--- src/adc_seq_pkg.sv ---
// Package for the four-channel converter control block: control word layout,
// power modes, result word layout and frame timing.
// Assumes a host that clocks 16-bit frames MSB first over a sampled serial link.
package adc_seq_pkg;

	localparam int FRAME_BITS    = 16;
	localparam int CTRL_BITS     = 12;
	localparam int DATA_BITS     = 12;
	localparam int TRACK_EDGE    = 14;
	localparam int CNT_W         = 5;

	// Control word positions, first received bit is bit 11
	localparam int CB_WRITE      = 11;
	localparam int CB_SEQ_HI     = 10;
	localparam int CB_CHAN_HI    = 7;
	localparam int CB_CHAN_LO    = 6;
	localparam int CB_PWR_HI     = 5;
	localparam int CB_PWR_LO     = 4;
	localparam int CB_SEQ_LO     = 3;
	localparam int CB_RANGE      = 1;
	localparam int CB_CODING     = 0;

	localparam logic [11:0] CTRL_RESET = 12'h000;

	typedef enum logic [1:0] {
		PWR_NONE  = 2'b00,
		PWR_AUTO  = 2'b01,
		PWR_FULL  = 2'b10,
		PWR_NORM  = 2'b11
	} pwr_mode_e;

	typedef struct packed {
		logic [1:0]  chan;
		logic        seq_mode_hi;
		logic        seq_mode_lo;
		pwr_mode_e   pwr;
		logic        range;
		logic        coding;
	} ctrl_s;

	typedef struct packed {
		logic [1:0]           zeros;
		logic [1:0]           chan;
		logic [DATA_BITS-1:0] data;
	} result_s;

endpackage : adc_seq_pkg

--- src/word_buf2.sv ---
// Two-entry buffer with valid and ready on both sides.
// Assumes one clock; a stalled drain side lets it fill and drops in_ready.
`timescale 1ns/1ps
module word_buf2 #(
	parameter int WIDTH = 16
) (
	// Clock and reset
	input  wire logic             clk,
	input  wire logic             rst,
	// Fill side
	input  wire logic             in_valid,
	output logic                  in_ready,
	input  wire logic [WIDTH-1:0] in_data,
	// Drain side
	output logic                  out_valid,
	input  wire logic             out_ready,
	output logic      [WIDTH-1:0] out_data
);
	logic [WIDTH-1:0] mem [2];
	logic             wr_ptr, rd_ptr, next_wr_ptr, next_rd_ptr;
	logic [1:0]       count, next_count;
	logic             push, pop;

	always_comb begin
		push        = in_valid && (count != 2'h2);
		pop         = out_ready && (count != 2'h0);
		next_wr_ptr = wr_ptr ^ push;
		next_rd_ptr = rd_ptr ^ pop;
		next_count  = count + {1'b0, push} - {1'b0, pop};
	end

	always_ff @(posedge clk or posedge rst) begin
		if (rst) begin
			wr_ptr <= 1'b0;
			rd_ptr <= 1'b0;
			count  <= 2'h0;
		end else begin
			wr_ptr <= next_wr_ptr;
			rd_ptr <= next_rd_ptr;
			count  <= next_count;
		end
	end

	// Storage has no reset; contents only matter while count says valid
	always_ff @(posedge clk) begin
		if (push) begin
			mem[wr_ptr] <= in_data;
		end
	end

	assign in_ready  = (count != 2'h2);
	assign out_valid = (count != 2'h0);
	assign out_data  = mem[rd_ptr];

endmodule : word_buf2

--- src/adc_seq_ctrl.sv ---
// Digital control of a four-channel converter behind a serial slave link.
// Assumes host-driven SCLK, CS_N and DIN pins sampled on CLK, and an analog
// core that returns a 12-bit code per sample through a two-entry buffer.
//
// Overview of operation
// Result: two zeros, channel, twelve data bits
// Channel select bits route input to converter
// Sequence bits 1,1 scan channels upward
// First sequenced transfer converts channel zero
// Host avoids writes while sequence runs
// Host writes sequence bits 1,0 mid-sequence
// Other sequence bits on write stop sequence
// Sequence wraps to channel zero, repeats
// Range bit selects one or two reference spans
// Double span twos complement centres on reference
// Power bits 1,1 keep normal mode
// Chip select fall starts conversion, holds
// First twelve bits load when write set
// Write bit zero leaves control unchanged
// Sixteen clocks; track on fourteenth fall
// Host may idle chip select high or low; frames start only on a select fall
// Host spaces frames five microseconds apart
// Power bits 1,0 give full shutdown
// Wake from full shutdown at select rise
// Wake frame leaves serial output undriven
// Host waits power-up time after wake
// Non-sequence mode uses last written channel
// Control LSB selects output coding
// Power bits 0,1 give auto shutdown
// Result shifts out MSB first
`timescale 1ns/1ps
module adc_seq_ctrl
	import adc_seq_pkg::*;
(
	// Clock and reset
	input  wire logic                       CLK,
	input  wire logic                       RST,
	// Serial link pins
	input  wire logic                       SCLK,
	input  wire logic                       CS_N,
	input  wire logic                       DIN,
	output logic                            DOUT,
	output logic                            DOUT_OE,
	// Analog core
	output logic [1:0]                      MUX_SEL,
	output logic                            SAMPLE_HOLD,
	output logic                            RANGE_SEL,
	output logic                            CORE_POWERED,
	input  wire logic                       CODE_VALID,
	output logic                            CODE_READY,
	input  wire logic [adc_seq_pkg::DATA_BITS-1:0] CODE,
	// Status
	output logic                            SEQ_ACTIVE,
	output logic [1:0]                      PWR_MODE
);
	import adc_seq_pkg::*;

	// Pin synchronisers
	logic [1:0] sclk_s, cs_s, din_s;
	logic       sclk_d, cs_d;
	// CS_N resets high so that the release of reset is not taken as a frame start
	always_ff @(posedge CLK or posedge RST) begin
		if (RST) begin
			sclk_s <= 2'h0;
			cs_s   <= 2'h3;
			din_s  <= 2'h0;
			sclk_d <= 1'b0;
			cs_d   <= 1'b1;
		end else begin
			sclk_s <= {sclk_s[0], SCLK};
			cs_s   <= {cs_s[0], CS_N};
			din_s  <= {din_s[0], DIN};
			sclk_d <= sclk_s[1];
			cs_d   <= cs_s[1];
		end
	end

	// SCLK may idle at either level; its edges only count inside a frame
	logic cs_fall, cs_rise, sclk_rise, sclk_fall, in_frame;
	assign cs_fall   = cs_d && !cs_s[1];
	assign cs_rise   = !cs_d && cs_s[1];
	assign in_frame  = !cs_s[1];
	assign sclk_rise = in_frame && !sclk_d && sclk_s[1];
	assign sclk_fall = in_frame && sclk_d && !sclk_s[1];

	// Result word formatting, used for the buffered code
	function automatic logic [DATA_BITS-1:0] apply_coding(input logic [DATA_BITS-1:0] c,
		input logic twos);
		// Flipping the MSB puts mid-scale (the reference in double span) at zero
		apply_coding = twos ? {~c[DATA_BITS-1], c[DATA_BITS-2:0]} : c;
	endfunction : apply_coding

	// Frame state
	ctrl_s                  ctrl, next_ctrl;
	logic [CTRL_BITS-1:0]   rx, next_rx;
	logic [CNT_W-1:0]       fall_cnt, next_fall_cnt;
	logic [FRAME_BITS-1:0]  tx, next_tx;
	logic [1:0]             seq_chan, next_seq_chan;
	logic                   seq_run, next_seq_run;
	logic                   seq_armed, next_seq_armed;
	logic                   hold, next_hold;
	logic                   powered, next_powered;
	logic                   wake, next_wake;
	logic                   dout, next_dout;
	logic                   dout_oe, next_dout_oe;
	logic [1:0]             conv_chan, next_conv_chan;
	logic                   want_code, next_want_code;
	logic                   buf_valid;
	logic [FRAME_BITS-1:0]  buf_data;
	logic                   buf_in_ready;
	logic                   code_take;
	logic                   code_load;
	logic                   rx_take;
	result_s                res;

	// The core result is paired with the channel sampled for this frame
	always_comb begin
		res.zeros = 2'b00;
		res.chan  = conv_chan;
		res.data  = apply_coding(CODE, ctrl.coding);
	end

	// Core handshake only while a conversion is wanted
	assign code_take  = want_code && buf_in_ready;
	// One word per frame, moved to the shifter at the first clock fall
	assign code_load  = sclk_fall && fall_cnt == 5'h00 && buf_valid;
	// Twelve control bits: the rises after the first through the twelfth fall
	assign rx_take    = sclk_rise && fall_cnt != 5'h00 && fall_cnt <= 5'(CTRL_BITS);

	// A word left behind by a cut frame is dropped at the next select fall
	word_buf2 #(
		.WIDTH(FRAME_BITS)
	) i_word_buf2 (
		.clk       (CLK),
		.rst       (RST),
		.in_valid  (CODE_VALID && code_take),
		.in_ready  (buf_in_ready),
		.in_data   (res),
		.out_valid (buf_valid),
		.out_ready (cs_fall || code_load),
		.out_data  (buf_data)
	);

	always_comb begin
		logic [1:0] pick;
		logic [1:0] seq_bits;
		logic       wr;
		pick           = 2'h0;
		seq_bits       = 2'h0;
		wr             = 1'b0;
		next_ctrl      = ctrl;
		next_rx        = rx;
		next_fall_cnt  = fall_cnt;
		next_tx        = tx;
		next_seq_chan  = seq_chan;
		next_seq_run   = seq_run;
		next_seq_armed = seq_armed;
		next_hold      = hold;
		next_powered   = powered;
		next_wake      = wake;
		next_dout      = dout;
		next_dout_oe   = dout_oe;
		next_conv_chan = conv_chan;
		next_want_code = want_code;

		// Drop the request once the code is taken, so the buffer holds this frame only
		if (CODE_VALID && code_take) begin
			next_want_code = 1'b0;
		end

		if (cs_fall) begin
			// Channel for this frame: sequencer or last written address
			if (seq_run) begin
				pick = seq_armed ? 2'h0 : seq_chan;
			end else begin
				pick = ctrl.chan;
			end
			next_seq_chan  = pick;
			next_seq_armed = 1'b0;
			next_conv_chan = pick;
			next_hold      = 1'b1;
			next_fall_cnt  = 5'h00;
			next_rx        = '0;
			// Auto shutdown wakes here; full shutdown stays down
			if (ctrl.pwr == PWR_AUTO) begin
				next_powered = 1'b1;
			end
			next_wake      = !powered && ctrl.pwr == PWR_FULL;
			next_want_code = powered || ctrl.pwr == PWR_AUTO;
			next_dout_oe   = !(ctrl.pwr == PWR_FULL);
			next_tx        = '0;
			next_dout      = 1'b0;
		end else if (sclk_fall) begin
			if (fall_cnt < 5'(FRAME_BITS)) begin
				next_fall_cnt = fall_cnt + 5'h01;
			end
			if (fall_cnt + 5'h01 == 5'(TRACK_EDGE)) begin
				next_hold = 1'b0;
			end
			// MSB first, one bit per serial clock
			if (code_load) begin
				next_tx   = {buf_data[FRAME_BITS-2:0], 1'b0};
				next_dout = buf_data[FRAME_BITS-1];
			end else begin
				next_tx   = {tx[FRAME_BITS-2:0], 1'b0};
				next_dout = tx[FRAME_BITS-1];
			end
		end else if (rx_take) begin
			next_rx = {rx[CTRL_BITS-2:0], din_s[1]};
		end else if (cs_rise) begin
			next_dout_oe   = 1'b0;
			next_want_code = 1'b0;
			next_hold      = 1'b0;
			// A frame cut before twelve clock falls cannot write
			wr = rx[CB_WRITE] && fall_cnt >= 5'(CTRL_BITS);
			if (wr) begin
				next_ctrl.chan        = {rx[CB_CHAN_HI], rx[CB_CHAN_LO]};
				next_ctrl.seq_mode_hi = rx[CB_SEQ_HI];
				next_ctrl.seq_mode_lo = rx[CB_SEQ_LO];
				next_ctrl.pwr         = pwr_mode_e'({rx[CB_PWR_HI], rx[CB_PWR_LO]});
				next_ctrl.range       = rx[CB_RANGE];
				next_ctrl.coding      = rx[CB_CODING];
				seq_bits = {rx[CB_SEQ_HI], rx[CB_SEQ_LO]};
				if (seq_bits == 2'b11) begin
					next_seq_run   = 1'b1;
					next_seq_armed = 1'b1;
				end else if (seq_bits != 2'b10) begin
					next_seq_run   = 1'b0;
				end
			end
			// Advance or wrap after each sequenced frame
			if (seq_run && !(wr && seq_bits == 2'b11)) begin
				next_seq_chan = (seq_chan == next_ctrl.chan) ? 2'h0 : seq_chan + 2'h1;
			end
			// Power state follows the mode now in force
			case (next_ctrl.pwr)
				PWR_NORM: next_powered = 1'b1;
				PWR_FULL: next_powered = 1'b0;
				PWR_AUTO: next_powered = 1'b0;
				default:  next_powered = powered;
			endcase
			next_wake = 1'b0;
		end
	end

	always_ff @(posedge CLK or posedge RST) begin
		if (RST) begin
			ctrl      <= ctrl_s'(CTRL_RESET[$bits(ctrl_s)-1:0]);
			rx        <= '0;
			fall_cnt  <= '0;
			tx        <= '0;
			seq_chan  <= 2'h0;
			seq_run   <= 1'b0;
			seq_armed <= 1'b0;
			hold      <= 1'b0;
			powered   <= 1'b0;
			wake      <= 1'b0;
			dout      <= 1'b0;
			dout_oe   <= 1'b0;
			conv_chan <= 2'h0;
			want_code <= 1'b0;
		end else begin
			ctrl      <= next_ctrl;
			rx        <= next_rx;
			fall_cnt  <= next_fall_cnt;
			tx        <= next_tx;
			seq_chan  <= next_seq_chan;
			seq_run   <= next_seq_run;
			seq_armed <= next_seq_armed;
			hold      <= next_hold;
			powered   <= next_powered;
			wake      <= next_wake;
			dout      <= next_dout;
			dout_oe   <= next_dout_oe;
			conv_chan <= next_conv_chan;
			want_code <= next_want_code;
		end
	end

	// Registered outputs
	always_ff @(posedge CLK or posedge RST) begin
		if (RST) begin
			DOUT         <= 1'b0;
			DOUT_OE      <= 1'b0;
			MUX_SEL      <= 2'h0;
			SAMPLE_HOLD  <= 1'b0;
			RANGE_SEL    <= 1'b0;
			CORE_POWERED <= 1'b0;
			CODE_READY   <= 1'b0;
			SEQ_ACTIVE   <= 1'b0;
			PWR_MODE     <= 2'h0;
		end else begin
			DOUT         <= next_dout;
			DOUT_OE      <= next_dout_oe && !next_wake;
			MUX_SEL      <= next_conv_chan;
			SAMPLE_HOLD  <= next_hold;
			RANGE_SEL    <= next_ctrl.range;
			CORE_POWERED <= next_powered;
			CODE_READY   <= next_want_code && buf_in_ready;
			SEQ_ACTIVE   <= next_seq_run;
			PWR_MODE     <= next_ctrl.pwr;
		end
	end

endmodule : adc_seq_ctrl

--- config.mk ---
export PLATFORM = sky130hd
export DESIGN_NAME = adc_seq_ctrl
export DESIGN_NICKNAME = d
export VERILOG_FILES = /design/src/adc_seq_pkg.sv /design/src/word_buf2.sv /design/src/adc_seq_ctrl.sv
export SDC_FILE = /design/constraint.sdc
export NUM_CORES = 1
export LEC_CHECK = 0
export ABC_AREA = 1
export BUFFER_PORTS_ARGS = -buffer_cell sky130_fd_sc_hd__buf_2
export CAP_MARGIN = 0
export CELL_PAD_IN_SITES_DETAIL_PLACEMENT = 0
export CELL_PAD_IN_SITES_GLOBAL_PLACEMENT = 2
export CORE_MARGIN = 2
export CORE_UTILIZATION = 41
export CTS_CLUSTER_DIAMETER = 120
export DETAILED_ROUTE_END_ITERATION = 12
export PLACE_DENSITY_LB_ADDON = 0.05
export SLEW_MARGIN = 10
export SYNTH_ARGS = -nofsm -noshare
export SYNTH_HDL_FRONTEND = slang
export SYNTH_HIERARCHICAL = 1
export SYNTH_SLANG_ARGS = --single-unit
--- constraint.sdc ---
create_clock -name CLK -period 6.2 [get_ports CLK]
set_input_delay 1.24 -clock CLK [delete_from_list [all_inputs] [get_ports CLK]]
set_output_delay 1.24 -clock CLK [all_outputs]
set_load 0.1 [all_outputs]
==> impl_metrics.csv <==
group,metric,value,unit
floorplan,ios,29,
placed_design,portBuffers,28,
worst_setup_path,critPathLaunchType,"register",
sta,maxSlewViolCount,0,
worst_setup_path,crit_family,"buffers and inverters",
placed_design,dp_slack,3.48,ns
clock_tree,clockRootBuffer,"clkbuf_8",
hold_path,whs_path_depth,0,
layout,area_growth,9.42,%
worst_setup_path,reg2reg_from,"cs_s[1]$_DFF_PP1_",
global_routing,grt_pass1_vias,2957,
logic_synthesis,synth_simple_gate_area_share,17.5,%
worst_setup_path,crit_slowest_cell,"buf_2",
sta,hold_viol_final,0,
global_routing,grt_usage,16.7,%
floorplan,row_count,37,
worst_setup_path,path_buf_inv,1,
logic_synthesis,yosysTopAreaCell,"dfrtp_1",
power,power.density,316,nW/um2
logic_synthesis,synth-warning-count,6,
detailed_routing,viasPerCell,4.73,
global_routing,grt_overflow_total,0,
logic_synthesis,synth_cell_types,36,
floorplan,die_w,107,um
placed_design,placed_area,4560,um2
logic_synthesis,synth_compound_area_share,10.9,%
clock_tree,cts_tree,"done",
layout,drive_gt1_share,14.9,%
detailed_routing,wl_per_cell,13.9,um
layout,num_antenna_cells,0,
clock_tree,cts.clk_slew.worst_paths,0.08,ns
worst_setup_path,rr_worst_depth,9,
worst_setup_path,crit_chain,"buf_2",
power,ir_drop,142,uV
clock_tree,cts_buffers,9,
logic_synthesis,synth_top_family_by_area,"simple AND/OR/NAND/NOR gates",
sta,fin_ws,3.69,ns
global_routing,grt_antenna_before_repair,0,
worst_setup_path,end_kind,"output pin",
outcome,status,"finished, final reports clean",
logic_synthesis,synth-edff-count,32,
hold_path,min-delay-start,"sclk_s[0]$_DFF_PP0_",
global_routing,grt_max_degree,61,
clock_tree,clock_latency,0.36,ns
logic_synthesis,synth-main-ff-cell,"dfrtp_1",
layout,design_area,4740,um2
placed_design,gp_congestion,0.782,
sta,min_period,2.51,ns
logic_synthesis,yosysSeqAreaShare,59.3,%
detailed_routing,ant_nets,0,
worst_setup_path,critical_path_arrival,1.27,ns
clock_tree,postCtsHoldBufs,0,
logic_synthesis,synthXorXnorAreaFrac,0.809,%
logic_synthesis,async_flop_share,66.7,%
global_routing,grt_pass1_wl,14500,um
clock_tree,htree_levels,3,
sta,setup_tns,0,ns
logic_synthesis,synth_common_cells,"nand2_1, inv_1, dfrtp_1, o21ai_0, edfxtp_1",
worst_setup_path,worstPathRequired,4.96,ns
logic_synthesis,synthCells,456,
logic_synthesis,yosysMostFrequentCell,"nand2_1",
clock_tree,postCtsResizedCells,0,
placed_design,numPlacedInstances,610,
logic_synthesis,postSynthAreaPerCell,9.49,um2
worst_setup_path,crit_type,"register to output pin",
worst_setup_path,r2r_end,"SAMPLE_HOLD$_DFFE_PP0P_",
sta,skew,0.00835,ns
detailed_routing,dr.pass1.iters,4,
floorplan,start_util,42.1,%
floorplan,die_h,107,um
sta,rsz0062_at_grt,"no",
layout,fillers,1040,
layout,instances_no_fill,626,
placed_design,dpl.hpwl,5980,um
sta,tightestPinTransition,0.826,ns
logic_synthesis,synth_top_area_share,35.3,%
layout,nNetsFinal,511,
hold_path,min_to,"sclk_s[1]$_DFF_PP0_",
power,leakagePower,0.00221,uW
floorplan,die-area,11400,um2
logic_synthesis,ys_ff_latch,96,
logic_synthesis,synthAdderAreaFrac,2.31,%
logic_synthesis,synth_area,4330,um2
logic_synthesis,synthMuxAreaShare,0,%
floorplan,core-area,10300,um2
detailed_routing,vias,2958,
worst_setup_path,max_stage_delay,0.47,ns
clock_tree,postCtsSetupRepairBufs,0,
clock_tree,cts.sinks,96,
hold_path,hold_path.class,"register to register",
worst_setup_path,crit_path_max_fanout,4,
sta,fin_crit_sh,40.5,%
job,drv_cap,0,
detailed_routing,remaining_drc_errors,0,
detailed_routing,wl,8690,um
sta,fmax,0.398,GHz
worst_setup_path,rrSetupSlack,3.73,ns
logic_synthesis,synth_area_leaders,"dfrtp_1, edfxtp_1, nand2_1",
sta,setup_violations,0,
clock_tree,clockBufferDepth,2,
detailed_routing,drt_iter0_drc,97,
sta,max_slew_margin,44.9,%
cells in the final DEF, fill, tap and decap left out, drive strengths merged, types with 2 or more instances in the layout:
cell      n
a21o      2
a21oi    19
buf      30
clkbuf   11
clkinv    4
conb      4
dfrtp    61
dfstp     3
edfxtp   32
ha        8
inv      73
nand2   119
nand3    22
nand4     2
nor2     26
nor3      2
o21a      2
o21ai    51
o22ai    10
xor2      3
metrics by stage:
| stage | power (uW) | utilization (%) | hold WS [ns] |
|---|---|---|---|
| floorplan | 1050 | - | 0.331 |
| global placement | 1130 | 44.3 | 0.335 |
| detailed placement | 1130 | 44.3 | 0.337 |
| CTS | 1520 | 46.1 | 0.365 |
| global route | 1590 | 46.1 | 0.371 |
| finish | 1500 | 46.1 | 0.361 |
logic make-up (layout without fill, tap and decap cells):
kind of cell,after synthesis,count (layout)
AO/OA/AOI/OAI,86,86
flip-flops,96,96
buffers and inverters,89,120
other,1,4
AND/OR/NAND/NOR,172,172
XOR/XNOR,4,4
adder cells (fa/ha/maj),8,8
sequential cells by signal, summed over array words and instances, names as in the netlist, 2 cells and up:
name,flops
ctrl,3
din_s,2
i_word_buf2/count,2
fall_cnt,5
cs_s,2
tx,15
PWR_MODE,2
sclk_s,2
seq_chan,2
i_word_buf2/mem,32
rx,12
MUX_SEL,2
report_power, final:
part | internal, uW | switching [uW]
clock network | 183 | 209
logic | 87.7 | 242
registers | 722 | 54.7
worst max-delay path by stage:
stage | start | to | slack (ns) | cells after the start
5_1_grt | cs_s[1]$_DFF_PP1_ | seq_chan[0]$_DFFE_PP0P_ | 3.51 | 8
6_report | MUX_SEL[0]$_DFFE_PP0P_ | MUX_SEL[0] | 3.69 | 1
3_5_place_dp | CODE_VALID | i_word_buf2/mem[0][6]$_DFFE_PP_ | 3.48 | 6
2_1_floorplan | RST | CODE_READY$_DFF_PP0_ | 3.48 | 1
4_1_cts | cs_s[1]$_DFF_PP1_ | SAMPLE_HOLD$_DFFE_PP0P_ | 3.66 | 9
3_3_place_gp | CODE_VALID | i_word_buf2/mem[0][10]$_DFFE_PP_ | 3.51 | 6
worst register-to-register path: stages (launching register included):
cell	delay [ns]
dfstp_2	0.59
inv_2	0.06
ha_1	0.38
inv_4	0.28
nand4_2	0.49
inv_2	0.32
nand2_1	0.08
nand2_1	0.09
nand2_1	0.05
o21ai_1	0.07
cell type report:
cell class / count / area [um2] / area share [%]
sequential: 96 / 2570 / 54.2
multi-input combinational: 274 / 1380 / 29.2
inverter: 74 / 283 / 5.97
tap: 136 / 170 / 3.59
timing repair buffer: 30 / 155 / 3.28
clock buffer: 11 / 131 / 2.77
clock inverter: 5 / 48.8 / 1.03
metal layers:
layer | track usage (%) | vias to the layer above | share of wire [%]
met5 | 0 | - | 0
met4 | 7.24 | 0 | 2.0
met3 | 2.98 | 16 | 3.2
met2 | 24.4 | 49 | 43
met1 | 24.4 | 1381 | 52
li1 | - | 1512 | -
(Power assumes the default switching activity.)
